===== src/inc/status_pkg.sv =====
// Shared constants for the status and summary register bank
package status_pkg;

    // ----------------------------------------------------------------
    // Widths
    // ----------------------------------------------------------------
    localparam int REG_W = 8;
    localparam int LINE_W = 7;
    localparam int DROP_W = 4;
    localparam int LEAD_W = 6;

    // ----------------------------------------------------------------
    // Register selection on the query and write ports
    // ----------------------------------------------------------------
    typedef enum logic [2:0] {
        SEL_EVENT_FLAGS,
        SEL_EVENT_MASK,
        SEL_LINE_LIVE,
        SEL_LINE_GAIN,
        SEL_GAIN_MASK,
        SEL_LINE_DROP,
        SEL_DROP_MASK,
        SEL_LEAD_LIVE
    } reg_sel_e;

    // ----------------------------------------------------------------
    // Event flag bit positions
    // ----------------------------------------------------------------
    localparam int EV_POWER_BIT = 7;
    localparam int EV_USER_BIT = 6;
    localparam int EV_CMD_BIT = 5;
    localparam int EV_EXEC_BIT = 4;
    localparam int EV_DEVICE_BIT = 3;
    localparam int EV_QUERY_BIT = 2;
    localparam int EV_REQ_BIT = 1;
    localparam int EV_OPC_BIT = 0;

    // ----------------------------------------------------------------
    // Used-bit masks and reset values
    // ----------------------------------------------------------------
    localparam logic [7:0] EVENT_USED = 8'hB5;
    localparam logic [7:0] EVENT_RESET = 8'h80;
    localparam logic [7:0] MASK_RESET = 8'h00;
    localparam logic [7:0] LEAD_USED = 8'h3F;

    // ----------------------------------------------------------------
    // Summary byte bit positions
    // ----------------------------------------------------------------
    localparam int SB_EVENT_BIT = 5;
    localparam int SB_LINE_BIT = 2;

endpackage


===== src/inc/filter_if.sv =====
// Carrier between the bank and its pin filter
`timescale 1ns/100ps
`default_nettype none

interface filter_if #(parameter int WIDTH = 7);
    logic [WIDTH-1:0] raw;
    logic [WIDTH-1:0] clean;

    modport filter (input raw, output clean);
    modport user (output raw, input clean);
endinterface

`default_nettype wire


===== src/core/pin_filter.sv =====
// Three-stage pin synchroniser with agreement filter
`timescale 1ns/100ps
`default_nettype none

module pin_filter #(
    parameter int WIDTH = 7
) (
    input wire logic sys_clk,
    input wire logic rst_n,
    filter_if.filter port
);
    // ----------------------------------------------------------------
    // Elaboration check
    // ----------------------------------------------------------------
    if (WIDTH < 1) begin : g_bad_width
        $error("pin_filter needs WIDTH of at least one");
    end

    logic [WIDTH-1:0] stage1;
    logic [WIDTH-1:0] stage2;
    logic [WIDTH-1:0] stage3;
    logic [WIDTH-1:0] clean;
    wire logic [WIDTH-1:0] next_clean;

    // Take stage two only where it agrees with stage three
    assign next_clean = (stage2 & stage3) | (clean & (stage2 ^ stage3));
    assign port.clean = clean;

    // Synchroniser chain and filtered level
    always_ff @(posedge sys_clk or negedge rst_n) begin
        if (!rst_n) begin
            stage1 <= '0;
            stage2 <= '0;
            stage3 <= '0;
            clean <= '0;
        end else begin
            stage1 <= port.raw;
            stage2 <= stage1;
            stage3 <= stage2;
            clean <= next_clean;
        end
    end
endmodule

`default_nettype wire


===== src/core/status_bank.sv =====
// Event, line and interface status register bank
`timescale 1ns/100ps
`default_nettype none

// What this block does
// - Event flags latch on their event and hold until read.
// - Any read of the event flags clears all of them.
// - Bit 7 flags that power was cycled since the last read.
// - Event bits 6, 3 and 1 always read zero.
// - Bit 5 sets when a command could not be understood.
// - Bit 4 sets when a command could not be carried out.
// - Bit 2 sets on empty output queue read or lost response.
// - Bit 0 sets when pending operations finish after completion command.
// - Eight-bit event mask; summary set when flag and mask bit coincide.
// - Line live state shows seven indicators; bit 7 reads zero.
// - Line gain bits record indicators gained since last read; bit 7 zero.
// - Line drop bits record losses of bits 3 to 0; upper bits zero.
// - Line summary set by enabled gain bit or enabled drop bit.
// - Both line masks can be read back as well as written.
// - Interface bits show active signals; bits 7 and 6 read zero.
// - Bits 5 and 4 follow the switches chosen by emulation mode.
// - Bits 3 to 0 mirror high leads chosen by emulation mode.
// - Event summary goes to summary bit 5, line summary to bit 2.
// - Gain on off-to-on change, drop on on-to-off change.
// - Reading gain or drop records clears them.
module status_bank
    import status_pkg::*;
(
    input wire logic sys_clk,
    input wire logic rst_n,
    input wire logic command_error_in,
    input wire logic execution_error_in,
    input wire logic query_error_in,
    input wire logic operation_done_in,
    input wire logic dce_mode,
    input wire logic test_complete_ind,
    input wire logic inverted_rx_clock_ind,
    input wire logic inverted_rx_data_ind,
    input wire logic generator_clock_ind,
    input wire logic pattern_sync_ind,
    input wire logic frame_sync_ind,
    input wire logic signal_present_ind,
    input wire logic dsr_switch,
    input wire logic dtr_switch,
    input wire logic rlsd_switch,
    input wire logic rts_switch,
    input wire logic rl_lead,
    input wire logic ll_lead,
    input wire logic dtr_lead,
    input wire logic rts_lead,
    input wire logic tm_lead,
    input wire logic cts_lead,
    input wire logic dsr_lead,
    input wire logic rlsd_lead,
    input wire logic query_valid,
    input wire logic [2:0] query_sel,
    input wire logic write_valid,
    input wire logic [2:0] write_sel,
    input wire logic [7:0] write_data,
    output logic reply_valid,
    output logic [7:0] reply_data,
    output logic event_summary_bit,
    output logic line_summary_bit,
    output logic [7:0] status_summary
);
    // ----------------------------------------------------------------
    // State
    // ----------------------------------------------------------------
    logic [7:0] event_flags;
    logic [7:0] event_flag_mask;
    logic [LINE_W-1:0] line_prev;
    logic [LINE_W-1:0] line_gain_record;
    logic [7:0] line_gain_mask;
    logic [DROP_W-1:0] line_drop_record;
    logic [7:0] line_drop_mask;

    // ----------------------------------------------------------------
    // Pin filters for line indicators and interface sources
    // ----------------------------------------------------------------
    filter_if #(.WIDTH(LINE_W)) line_port ();
    filter_if #(.WIDTH(LEAD_W)) lead_port ();

    // Line indicators in register order, bit 6 down to bit 0
    assign line_port.raw = {test_complete_ind, inverted_rx_clock_ind,
        inverted_rx_data_ind, generator_clock_ind, pattern_sync_ind,
        frame_sync_ind, signal_present_ind};

    // Emulation mode picks switch and lead sources
    assign lead_port.raw = dce_mode ?
        {dsr_switch, rlsd_switch, rl_lead, ll_lead, dtr_lead, rts_lead} :
        {dtr_switch, rts_switch, tm_lead, cts_lead, dsr_lead, rlsd_lead};

    pin_filter #(.WIDTH(LINE_W)) line_filter (
        .sys_clk(sys_clk),
        .rst_n(rst_n),
        .port(line_port)
    );

    pin_filter #(.WIDTH(LEAD_W)) lead_filter (
        .sys_clk(sys_clk),
        .rst_n(rst_n),
        .port(lead_port)
    );

    // ----------------------------------------------------------------
    // Access decode
    // ----------------------------------------------------------------
    wire reg_sel_e rd_sel = reg_sel_e'(query_sel);
    wire reg_sel_e wr_sel = reg_sel_e'(write_sel);
    wire logic rd_event = query_valid && (rd_sel == SEL_EVENT_FLAGS);
    wire logic rd_gain = query_valid && (rd_sel == SEL_LINE_GAIN);
    wire logic rd_drop = query_valid && (rd_sel == SEL_LINE_DROP);
    wire logic wr_event_mask = write_valid && (wr_sel == SEL_EVENT_MASK);
    wire logic wr_gain_mask = write_valid && (wr_sel == SEL_GAIN_MASK);
    wire logic wr_drop_mask = write_valid && (wr_sel == SEL_DROP_MASK);

    // ----------------------------------------------------------------
    // Event flags
    // ----------------------------------------------------------------
    wire logic [7:0] event_set;
    wire logic [7:0] event_keep;
    wire logic [7:0] next_event;

    // Incoming events placed at their bit positions
    assign event_set = (8'(command_error_in) << EV_CMD_BIT)
        | (8'(execution_error_in) << EV_EXEC_BIT)
        | (8'(query_error_in) << EV_QUERY_BIT)
        | (8'(operation_done_in) << EV_OPC_BIT);

    // Read clears all, new events still land
    assign event_keep = rd_event ? 8'h00 : event_flags;
    assign next_event = (event_keep | event_set) & EVENT_USED;

    // ----------------------------------------------------------------
    // Line gain and drop records
    // ----------------------------------------------------------------
    wire logic [LINE_W-1:0] line_live = line_port.clean;
    wire logic [LINE_W-1:0] line_rise = line_live & ~line_prev;
    wire logic [LINE_W-1:0] line_fall = line_prev & ~line_live;
    wire logic [LINE_W-1:0] next_gain;
    wire logic [DROP_W-1:0] next_drop;

    // Sticky edges, cleared by reads, set wins over clear
    assign next_gain = (rd_gain ? '0 : line_gain_record) | line_rise;
    assign next_drop = (rd_drop ? '0 : line_drop_record)
        | line_fall[DROP_W-1:0];

    // ----------------------------------------------------------------
    // Summaries
    // ----------------------------------------------------------------
    wire logic event_hit = |(event_flags & event_flag_mask);
    wire logic gain_hit = |(line_gain_record & line_gain_mask[LINE_W-1:0]);
    wire logic drop_hit = |(line_drop_record & line_drop_mask[DROP_W-1:0]);
    wire logic line_hit = gain_hit | drop_hit;
    wire logic [7:0] next_summary = (8'(event_hit) << SB_EVENT_BIT)
        | (8'(line_hit) << SB_LINE_BIT);

    // ----------------------------------------------------------------
    // Read data selection
    // ----------------------------------------------------------------
    // Every source is an argument so the assignment follows all of them
    function automatic logic [7:0] read_view(
        input reg_sel_e sel,
        input logic [7:0] ev,
        input logic [7:0] ev_mask,
        input logic [7:0] live,
        input logic [7:0] gain,
        input logic [7:0] gain_mask,
        input logic [7:0] drop,
        input logic [7:0] drop_mask,
        input logic [7:0] lead
    );
        logic [7:0] view;
        view = 8'h00;
        unique case (sel)
            SEL_EVENT_FLAGS: view = ev;
            SEL_EVENT_MASK: view = ev_mask;
            SEL_LINE_LIVE: view = live;
            SEL_LINE_GAIN: view = gain;
            SEL_GAIN_MASK: view = gain_mask;
            SEL_LINE_DROP: view = drop;
            SEL_DROP_MASK: view = drop_mask;
            SEL_LEAD_LIVE: view = lead;
        endcase
        return view;
    endfunction

    wire logic [7:0] next_reply = read_view(rd_sel, event_flags, event_flag_mask, 8'(line_live),
        8'(line_gain_record), line_gain_mask, 8'(line_drop_record), line_drop_mask,
        8'(lead_port.clean) & LEAD_USED);

    // ----------------------------------------------------------------
    // Event and mask registers
    // ----------------------------------------------------------------
    // Power-up leaves the power-cycled flag set
    always_ff @(posedge sys_clk or negedge rst_n) begin
        if (!rst_n) begin
            event_flags <= EVENT_RESET;
            event_flag_mask <= MASK_RESET;
            line_gain_mask <= MASK_RESET;
            line_drop_mask <= MASK_RESET;
        end else begin
            event_flags <= next_event;
            if (wr_event_mask) begin
                event_flag_mask <= write_data;
            end
            if (wr_gain_mask) begin
                line_gain_mask <= write_data;
            end
            if (wr_drop_mask) begin
                line_drop_mask <= write_data;
            end
        end
    end

    // Line edge tracking
    always_ff @(posedge sys_clk or negedge rst_n) begin
        if (!rst_n) begin
            line_prev <= '0;
            line_gain_record <= '0;
            line_drop_record <= '0;
        end else begin
            line_prev <= line_live;
            line_gain_record <= next_gain;
            line_drop_record <= next_drop;
        end
    end

    // Registered outputs
    always_ff @(posedge sys_clk or negedge rst_n) begin
        if (!rst_n) begin
            reply_valid <= 1'b0;
            reply_data <= 8'h00;
            event_summary_bit <= 1'b0;
            line_summary_bit <= 1'b0;
            status_summary <= 8'h00;
        end else begin
            reply_valid <= query_valid;
            reply_data <= query_valid ? next_reply : 8'h00;
            event_summary_bit <= event_hit;
            line_summary_bit <= line_hit;
            status_summary <= next_summary;
        end
    end

    // ----------------------------------------------------------------
    // Assertions
    // ----------------------------------------------------------------
    a_event_hold: assert property (@(posedge sys_clk) disable iff (!rst_n)
        (event_flags[EV_POWER_BIT] && !rd_event) |=> event_flags[EV_POWER_BIT])
        else $error("Event flag dropped without a read");

    a_read_clears_event: assert property (@(posedge sys_clk) disable iff (!rst_n)
        (rd_event && event_set == 8'h00) |=> event_flags == 8'h00)
        else $error("Event flags survived a read");

    a_power_flag_read: assert property (@(posedge sys_clk) disable iff (!rst_n)
        (rd_event && event_flags[EV_POWER_BIT]) |=> reply_data[EV_POWER_BIT])
        else $error("Power flag not reported");

    a_unused_event_zero: assert property (@(posedge sys_clk) disable iff (!rst_n)
        event_flags[EV_USER_BIT] == 1'b0 && event_flags[EV_DEVICE_BIT] == 1'b0
        && event_flags[EV_REQ_BIT] == 1'b0)
        else $error("Unused event bit set");

    a_cmd_err_latch: assert property (@(posedge sys_clk) disable iff (!rst_n)
        (command_error_in && rd_event) |=> event_flags[EV_CMD_BIT])
        else $error("Command error lost");

    a_exec_err_latch: assert property (@(posedge sys_clk) disable iff (!rst_n)
        execution_error_in |=> event_flags[EV_EXEC_BIT])
        else $error("Execution error lost");

    a_query_err_latch: assert property (@(posedge sys_clk) disable iff (!rst_n)
        query_error_in |=> event_flags[EV_QUERY_BIT])
        else $error("Query error lost");

    a_opc_latch: assert property (@(posedge sys_clk) disable iff (!rst_n)
        operation_done_in |=> event_flags[EV_OPC_BIT])
        else $error("Operation complete lost");

    a_event_summary: assert property (@(posedge sys_clk) disable iff (!rst_n)
        ##1 (event_summary_bit == |($past(event_flags) & $past(event_flag_mask))
        && status_summary[SB_EVENT_BIT] == event_summary_bit))
        else $error("Event summary mismatch");

    a_line_summary: assert property (@(posedge sys_clk) disable iff (!rst_n)
        ##1 (status_summary[SB_LINE_BIT] == line_summary_bit))
        else $error("Line summary not in summary byte");

    a_gain_on_rise: assert property (@(posedge sys_clk) disable iff (!rst_n)
        (line_live[0] && !line_prev[0]) |=> line_gain_record[0])
        else $error("Gain edge missed");

    a_drop_on_fall: assert property (@(posedge sys_clk) disable iff (!rst_n)
        (!line_live[0] && line_prev[0]) |=> line_drop_record[0])
        else $error("Drop edge missed");

    a_gain_read_clear: assert property (@(posedge sys_clk) disable iff (!rst_n)
        (rd_gain && line_rise == '0) |=> line_gain_record == '0)
        else $error("Gain record survived a read");

    a_drop_read_clear: assert property (@(posedge sys_clk) disable iff (!rst_n)
        (rd_drop && line_fall[DROP_W-1:0] == '0) |=> line_drop_record == '0)
        else $error("Drop record survived a read");

    a_mask_readback: assert property (@(posedge sys_clk) disable iff (!rst_n)
        (query_valid && rd_sel == SEL_GAIN_MASK) |=> reply_data == $past(line_gain_mask))
        else $error("Gain mask readback wrong");

    a_lead_top_zero: assert property (@(posedge sys_clk) disable iff (!rst_n)
        (query_valid && rd_sel == SEL_LEAD_LIVE) |=> reply_data[7:6] == 2'b00)
        else $error("Interface upper bits not zero");

    a_line_top_zero: assert property (@(posedge sys_clk) disable iff (!rst_n)
        (query_valid && rd_sel == SEL_LINE_LIVE) |=> reply_data[7] == 1'b0)
        else $error("Line bit 7 not zero");

endmodule

`default_nettype wire


===== config.mk =====
export PLATFORM = sky130hd
export DESIGN_NAME = status_bank
export DESIGN_NICKNAME = d
export VERILOG_FILES = /design/src/inc/status_pkg.sv /design/src/inc/filter_if.sv /design/src/core/pin_filter.sv /design/src/core/status_bank.sv
export SDC_FILE = /design/constraint.sdc
export NUM_CORES = 1
export LEC_CHECK = 0
export BUFFER_PORTS_ARGS = -buffer_cell sky130_fd_sc_hd__buf_2
export CORE_MARGIN = 3
export CORE_UTILIZATION = 40
export CTS_BUF_LIST = sky130_fd_sc_hd__clkbuf_16
export CTS_CLUSTER_DIAMETER = 120
export DETAILED_ROUTE_END_ITERATION = 10
export GPL_ROUTABILITY_DRIVEN = 1
export GPL_TIMING_DRIVEN = 0
export PLACE_DENSITY = 0.61
export SLEW_MARGIN = 30
export SYNTH_ARGS = -nofsm -noshare
export SYNTH_HDL_FRONTEND = slang
export SYNTH_SLANG_ARGS = --single-unit

===== constraint.sdc =====
create_clock -name sys_clk -period 1.1 [get_ports sys_clk]
set_clock_uncertainty 0.05 [all_clocks]
set_input_delay 0.275 -clock sys_clk [delete_from_list [all_inputs] [get_ports sys_clk]]
set_output_delay 0.275 -clock sys_clk [all_outputs]
set_load 0.01 [all_outputs]

# Word level (Yosys, flattened, before mapping)
# Cells that the tools add are included.
dict set report totals {
  register_bits 116
  latch_bits 0
  mem_bits_rw 0
  mem_bits_ro 0
  output_inout_bits 19
  wordCells 69
  n_memories 0
}
dict set report classes {
  n_addsub 0
  multipliers 0
  div_mod_pow 0
  n_lt_le_gt_ge 0
  eq_ne 10
  shift 0
  muxes 6
  n_bitwise 23
  reduce_logical 10
}
# cell n
set op_table {}
lappend op_table {{$pmux W8 S8} 1}
lappend op_table {{$and A7 B7 Y7} 4}
lappend op_table {{$eq A3 B3 Y1 const B} 6}
lappend op_table {{$mux W8} 2}
lappend op_table {{$or A7 B7 Y7} 2}
lappend op_table {{$and A6 B6 Y6} 2}
lappend op_table {{$or A6 B3 Y6} 2}
lappend op_table {{$and A4 B4 Y4} 2}
lappend op_table {{$and A8 B8 Y8} 1}
lappend op_table {{$or A8 B6 Y8} 1}
lappend op_table {{$reduce_or A8 Y1} 1}
lappend op_table {{$mux W7} 1}
lappend op_table {{$not A7 Y7} 1}
lappend op_table {{$reduce_or A7 Y1} 1}
lappend op_table {{$xor A7 B7 Y7} 1}
lappend op_table {{$eq A3 B1 Y1 const B} 2}
lappend op_table {{$eq A3 B2 Y1 const B} 2}
lappend op_table {{$logic_and A1 B1 Y1} 6}
lappend op_table {{$mux W6} 1}
lappend op_table {{$or A6 B1 Y6} 1}
lappend op_table {{$or A6 B5 Y6} 1}
lappend op_table {{$or A6 B6 Y6} 1}
lappend op_table {{$xor A6 B6 Y6} 1}
lappend op_table {{$mux W4} 1}
lappend op_table {{other kinds (5)} 5}

# Depth between registers and ports, before layout
dict set report logic_depth {
  depth_word 4
  depth_mapped 6
}

# Modules after synthesis
# A second synthesis with hierarchy kept.
dict set report hier_totals {
  cells_unflattened 312
  hier_area_um2 4270.3
}
# module n_inst cells_per_inst area_each_um2 seq_area_each_um2
set by_module_without_submodules {}
lappend by_module_without_submodules {status_bank 1 234 2708.8 1452.6}
lappend by_module_without_submodules {{pin_filter (line_filter)} 1 42 840.8 700.7}
lappend by_module_without_submodules {{pin_filter (lead_filter)} 1 36 720.7 600.6}

# Worst setup path after synthesis
# No wires, ideal clock.
dict set report synth_timing {
  path_kind {input to register}
  start {in query_sel[0]}
  end {reg reply_data[1]}
  setup_time_ns 0.129
  arrival_time_ns 1.080
  t_required_ns 0.921
  slack_ns -0.159
  path_stages 4
  cell_sequence {clkbuf_4 > mux2_2 > a221oi_1 > nor3_1}
}
dict set report synth_between {
  elab_chain_len 3
  word_cells_on_any_way 10
}
# item line_no
set synth_rtl {}
lappend synth_rtl {{from (decl)} status_bank.sv:56} ;# input wire logic [2:0] query_sel,
lappend synth_rtl {{$eq A3 B3 Y1, or another cell as far along} status_bank.sv:175} ;# unique case (sel)
lappend synth_rtl {{$pmux W8 S8 *} status_bank.sv:175}
lappend synth_rtl {{$mux W8 *} status_bank.sv:239} ;# reply_data <= query_valid ? next_reply : 8'h00;
lappend synth_rtl {{to (signal assigned)} status_bank.sv:239}
lappend synth_rtl {{to (decl)} status_bank.sv:61} ;# output logic [7:0] reply_data,
# Every way passes the cells marked *; elsewhere a longest branch is shown, timed or not.
# A chain may end at the register's enable or synchronous reset.

# Worst setup path in the final report
dict set report layout_timing {
  start {reg status_summary[2]}
  end {out status_summary[2]}
}
# item line_no
set layout_lines {}
lappend layout_lines {{from (decl)} status_bank.sv:64} ;# output logic [7:0] status_summary
lappend layout_lines {{from (signal assigned)} status_bank.sv:242} ;# status_summary <= next_summary;
# No word-level cell between the ends.

==> flow_metrics.tcl <==
set metrics [dict create \
    grt_max_degree 71 \
    clock_sink_count 110 \
    seqPwrFrac 0.528 \
    synthArstFlopShare 1.00 \
    grt-ovfl-total 0 \
    io_pins 61 \
    fin_crit_ns 1.28 \
    ys_ff_latch 110 \
    numCtsBuffers 9 \
    totalWireLength_um 8190 \
    cts_tree "yes" \
    yosys_most_used_dff "dfrtp_1" \
    hold_viol_final 39 \
    layout_common_cells "109 x dfrtp_1, 46 x buf_2, 23 x mux2_2" \
    cpMaxStageDelayCell "dfrtp_1" \
    yosysWarnings 0 \
    required_ns 0.77 \
    gr-usage-met3 0.0468 \
    multi_input_area_mm2 0.00151 \
    drt_iter0_drc 110 \
    outcome "finished with violations" \
    rr_startpoint "line_gain_record[3]$_DFF_PN0_" \
    final.setup.worst_slack_ns -0.180 \
    reg2reg_depth 4 \
    hpwl_um 5530 \
    internal_power_w 0.00686 \
    finalNetCount 438 \
    net-switching-power_w 0.00231 \
    fin_cells 524 \
    wire_per_inst_um 15.6 \
    clk_path_buf_depth 2 \
    timing.fmax_mhz 781 \
    postLayoutCellArea_mm2 0.00539 \
    rsz0062_at_grt "yes" \
    dr.pass1.iters 6 \
    reg2reg_slack_ns -0.14 \
    busiest_layer "met2" \
    drive_gt1_frac 0.381 \
    ys_types 42 \
    clock_latency_ns 0.34 \
    portBuffers 51 \
    drv_slew 0 \
    powerDensity_mw_per_mm2 1700 \
    antenna_found_initial 0 \
    die_area_mm2 0.0119 \
    ff_latch_area_mm2 0.00275 \
    setup-violations-final 18 \
    num_vias 2613 \
    path_max_fanout 2 \
    drc 0 \
    placementRows 37 \
    die_w_um 109 \
    path_depth 2 \
    power_frac_comb 0.146 \
    pwr-share-clk 0.325 \
    crit_path_cell_trace "buf_6 > buf_6" \
    ant_nets 0 \
    irDropWorstVdd_mv 0.891 \
    start_util 0.413 \
    grt.total_usage 0.146 \
    startpoint "status_summary[2]$_DFF_PN0_" \
    coreArea_mm2 0.0103 \
    setup.worst_path.end_class "output pin" \
    dpl-instance-area_mm2 0.00482 \
    syn-cell-area_mm2 0.00426 \
    final_common_cell "dfrtp_1" \
    worstPathArrival_ns 0.96 \
    violations "hold timing, setup timing" \
    root_buffer "clkbuf_16" \
    worst_setup_path_endpoint "status_summary[2]" \
    die_y_um 109 \
    critPathKind "flop to output pin" \
    r2r_end "status_summary[2]$_DFF_PN0_" \
    p_leak_nw 2.58 \
    syn-instance-count 297 \
    path_clk_slew_ns 0.07 \
    max-cap-violations 0 \
    netSwitchingFraction 0.252 \
    synth_edf_count 0 \
    dp_cells 490 \
    synth_seq_area_share 0.646 \
    grt_pass1_wl_um 13200 \
    cp_top_family "flip-flops" \
    grt_util_met1 0.186 \
    fill_cells 890 \
    htree_levels 3 \
    cp_common_cell "buf_6" \
    grt_pass1_vias 2672 \
    gp_congestion 0.854 \
    cp_num_buf_inv 2 \
    met2_usage 0.234 \
    slowest_delay_ns 0.39 \
    ctsHoldBuffers 8 \
    period_share 1.16 \
    fin_worst_hold_slack_ns -0.215 \
    cp-start-kind "flop" \
    syn2layout_area_growth_pct 26.4 \
    viasPerCell 4.99 \
    antennaDiodeCount 0 \
    syn_area_per_cell_um2 14.4 \
    hp-class "primary input to asynchronous set/reset pin" \
]
## cells in the mapped netlist, types with 3 or more instances
library cell / n / area, um^2
a21o_1: 19 / 143
a21oi_1: 6 / 30.0
a221oi_1: 5 / 43.8
a22o_1: 6 / 52.6
a22oi_1: 3 / 22.5
buf_2: 3 / 15.0
buf_4: 10 / 75.1
dfrtp_1: 109 / 2730
ha_1: 13 / 163
inv_1: 9 / 33.8
mux2_2: 35 / 394
mux2i_1: 4 / 40.0
nand2_1: 15 / 56.3
nand3_1: 3 / 15.0
nor2b_1: 4 / 25.0
o21ai_0: 17 / 85.1
## area by class of cell
class | instances | area share
buffer | 17 | 0.0320
clock buffer | 9 | 0.0418
clock inverter | 7 | 0.00882
inverter | 9 | 0.00627
multi-input combinational | 165 | 0.279
sequential | 110 | 0.511
tap | 136 | 0.0316
timing repair buffer | 71 | 0.0894
## stage by stage
step / util / worst slack, ns / total power, W / TNS, ns
2_1_floorplan: - / -0.114 / 0.00558 / -1.93
3_5_place_dp: 0.467 / -0.510 / 0.00605 / -17.38
6_report: 0.522 / -0.180 / 0.00917 / -1.50
4_1_cts: 0.513 / -0.197 / 0.00921 / -1.73
5_1_grt: 0.522 / -0.212 / 0.00964 / -2.30
3_3_place_gp: 0.464 / -1.51 / 0.00600 / -181.50
## logic make-up after synthesis
logic type / Yosys count / share of synthesized area
flops: 110 / 0.646
compound gates: 63 / 0.103
mux: 42 / 0.117
simple gates: 41 / 0.0575
buf+inv: 27 / 0.0379
fa+ha+maj: 13 / 0.0382
other cells: 1 / 0.000880
## timing repair
item	4_1_cts	5_1_grt
pin swaps	3	3
setup buffers	5	6
endpoints found under the setup margin	36	39
endpoints found under the hold margin	47	39
resized for setup	16	11
## registers in the layout, summed over array words and instances (netlist names), 8 cells and up
name	cells
line_gain_mask	8
line_drop_mask	8
event_flag_mask	8
reply_data	8
## metal layers
layer / vias to the layer above / wire (um)
li1: 1223 / -
met1: 1289 / 3600
met2: 84 / 3890
met3: 17 / 480
met4: 0 / 209
met5: - / 0
## worst min path at each step
stage,startpoint,endpoint,slack [ns],cells past startpoint
6_report,rst_n,reply_data[2]$_DFF_PN0_,-0.22,1
5_1_grt,rst_n,reply_valid$_DFF_PN0_,-0.20,1
4_1_cts,rst_n,status_summary[5]$_DFF_PN0_,-0.21,1
3_5_place_dp,rst_n,status_summary[5]$_DFF_PN0_,0.16,1
3_3_place_gp,line_filter.stage1[6]$_DFF_PN0_,line_filter.stage2[6]$_DFF_PN0_,0.28,0
2_1_floorplan,rst_n,event_flag_mask[0]$_DFFE_PN0P_,-0.07,0
## power groups by stage
stage | Combinational [W] | Clock (W) | Sequential, W
after floorplan | 0.000762 | 0 | 0.00482
after global placement | 0.00109 | 0 | 0.00491
after detailed placement | 0.00114 | 0 | 0.00492
after CTS | 0.00127 | 0.00310 | 0.00485
after global routing | 0.00149 | 0.00325 | 0.00490
final | 0.00134 | 0.00298 | 0.00484
Power figures use the tool's default switching activity.
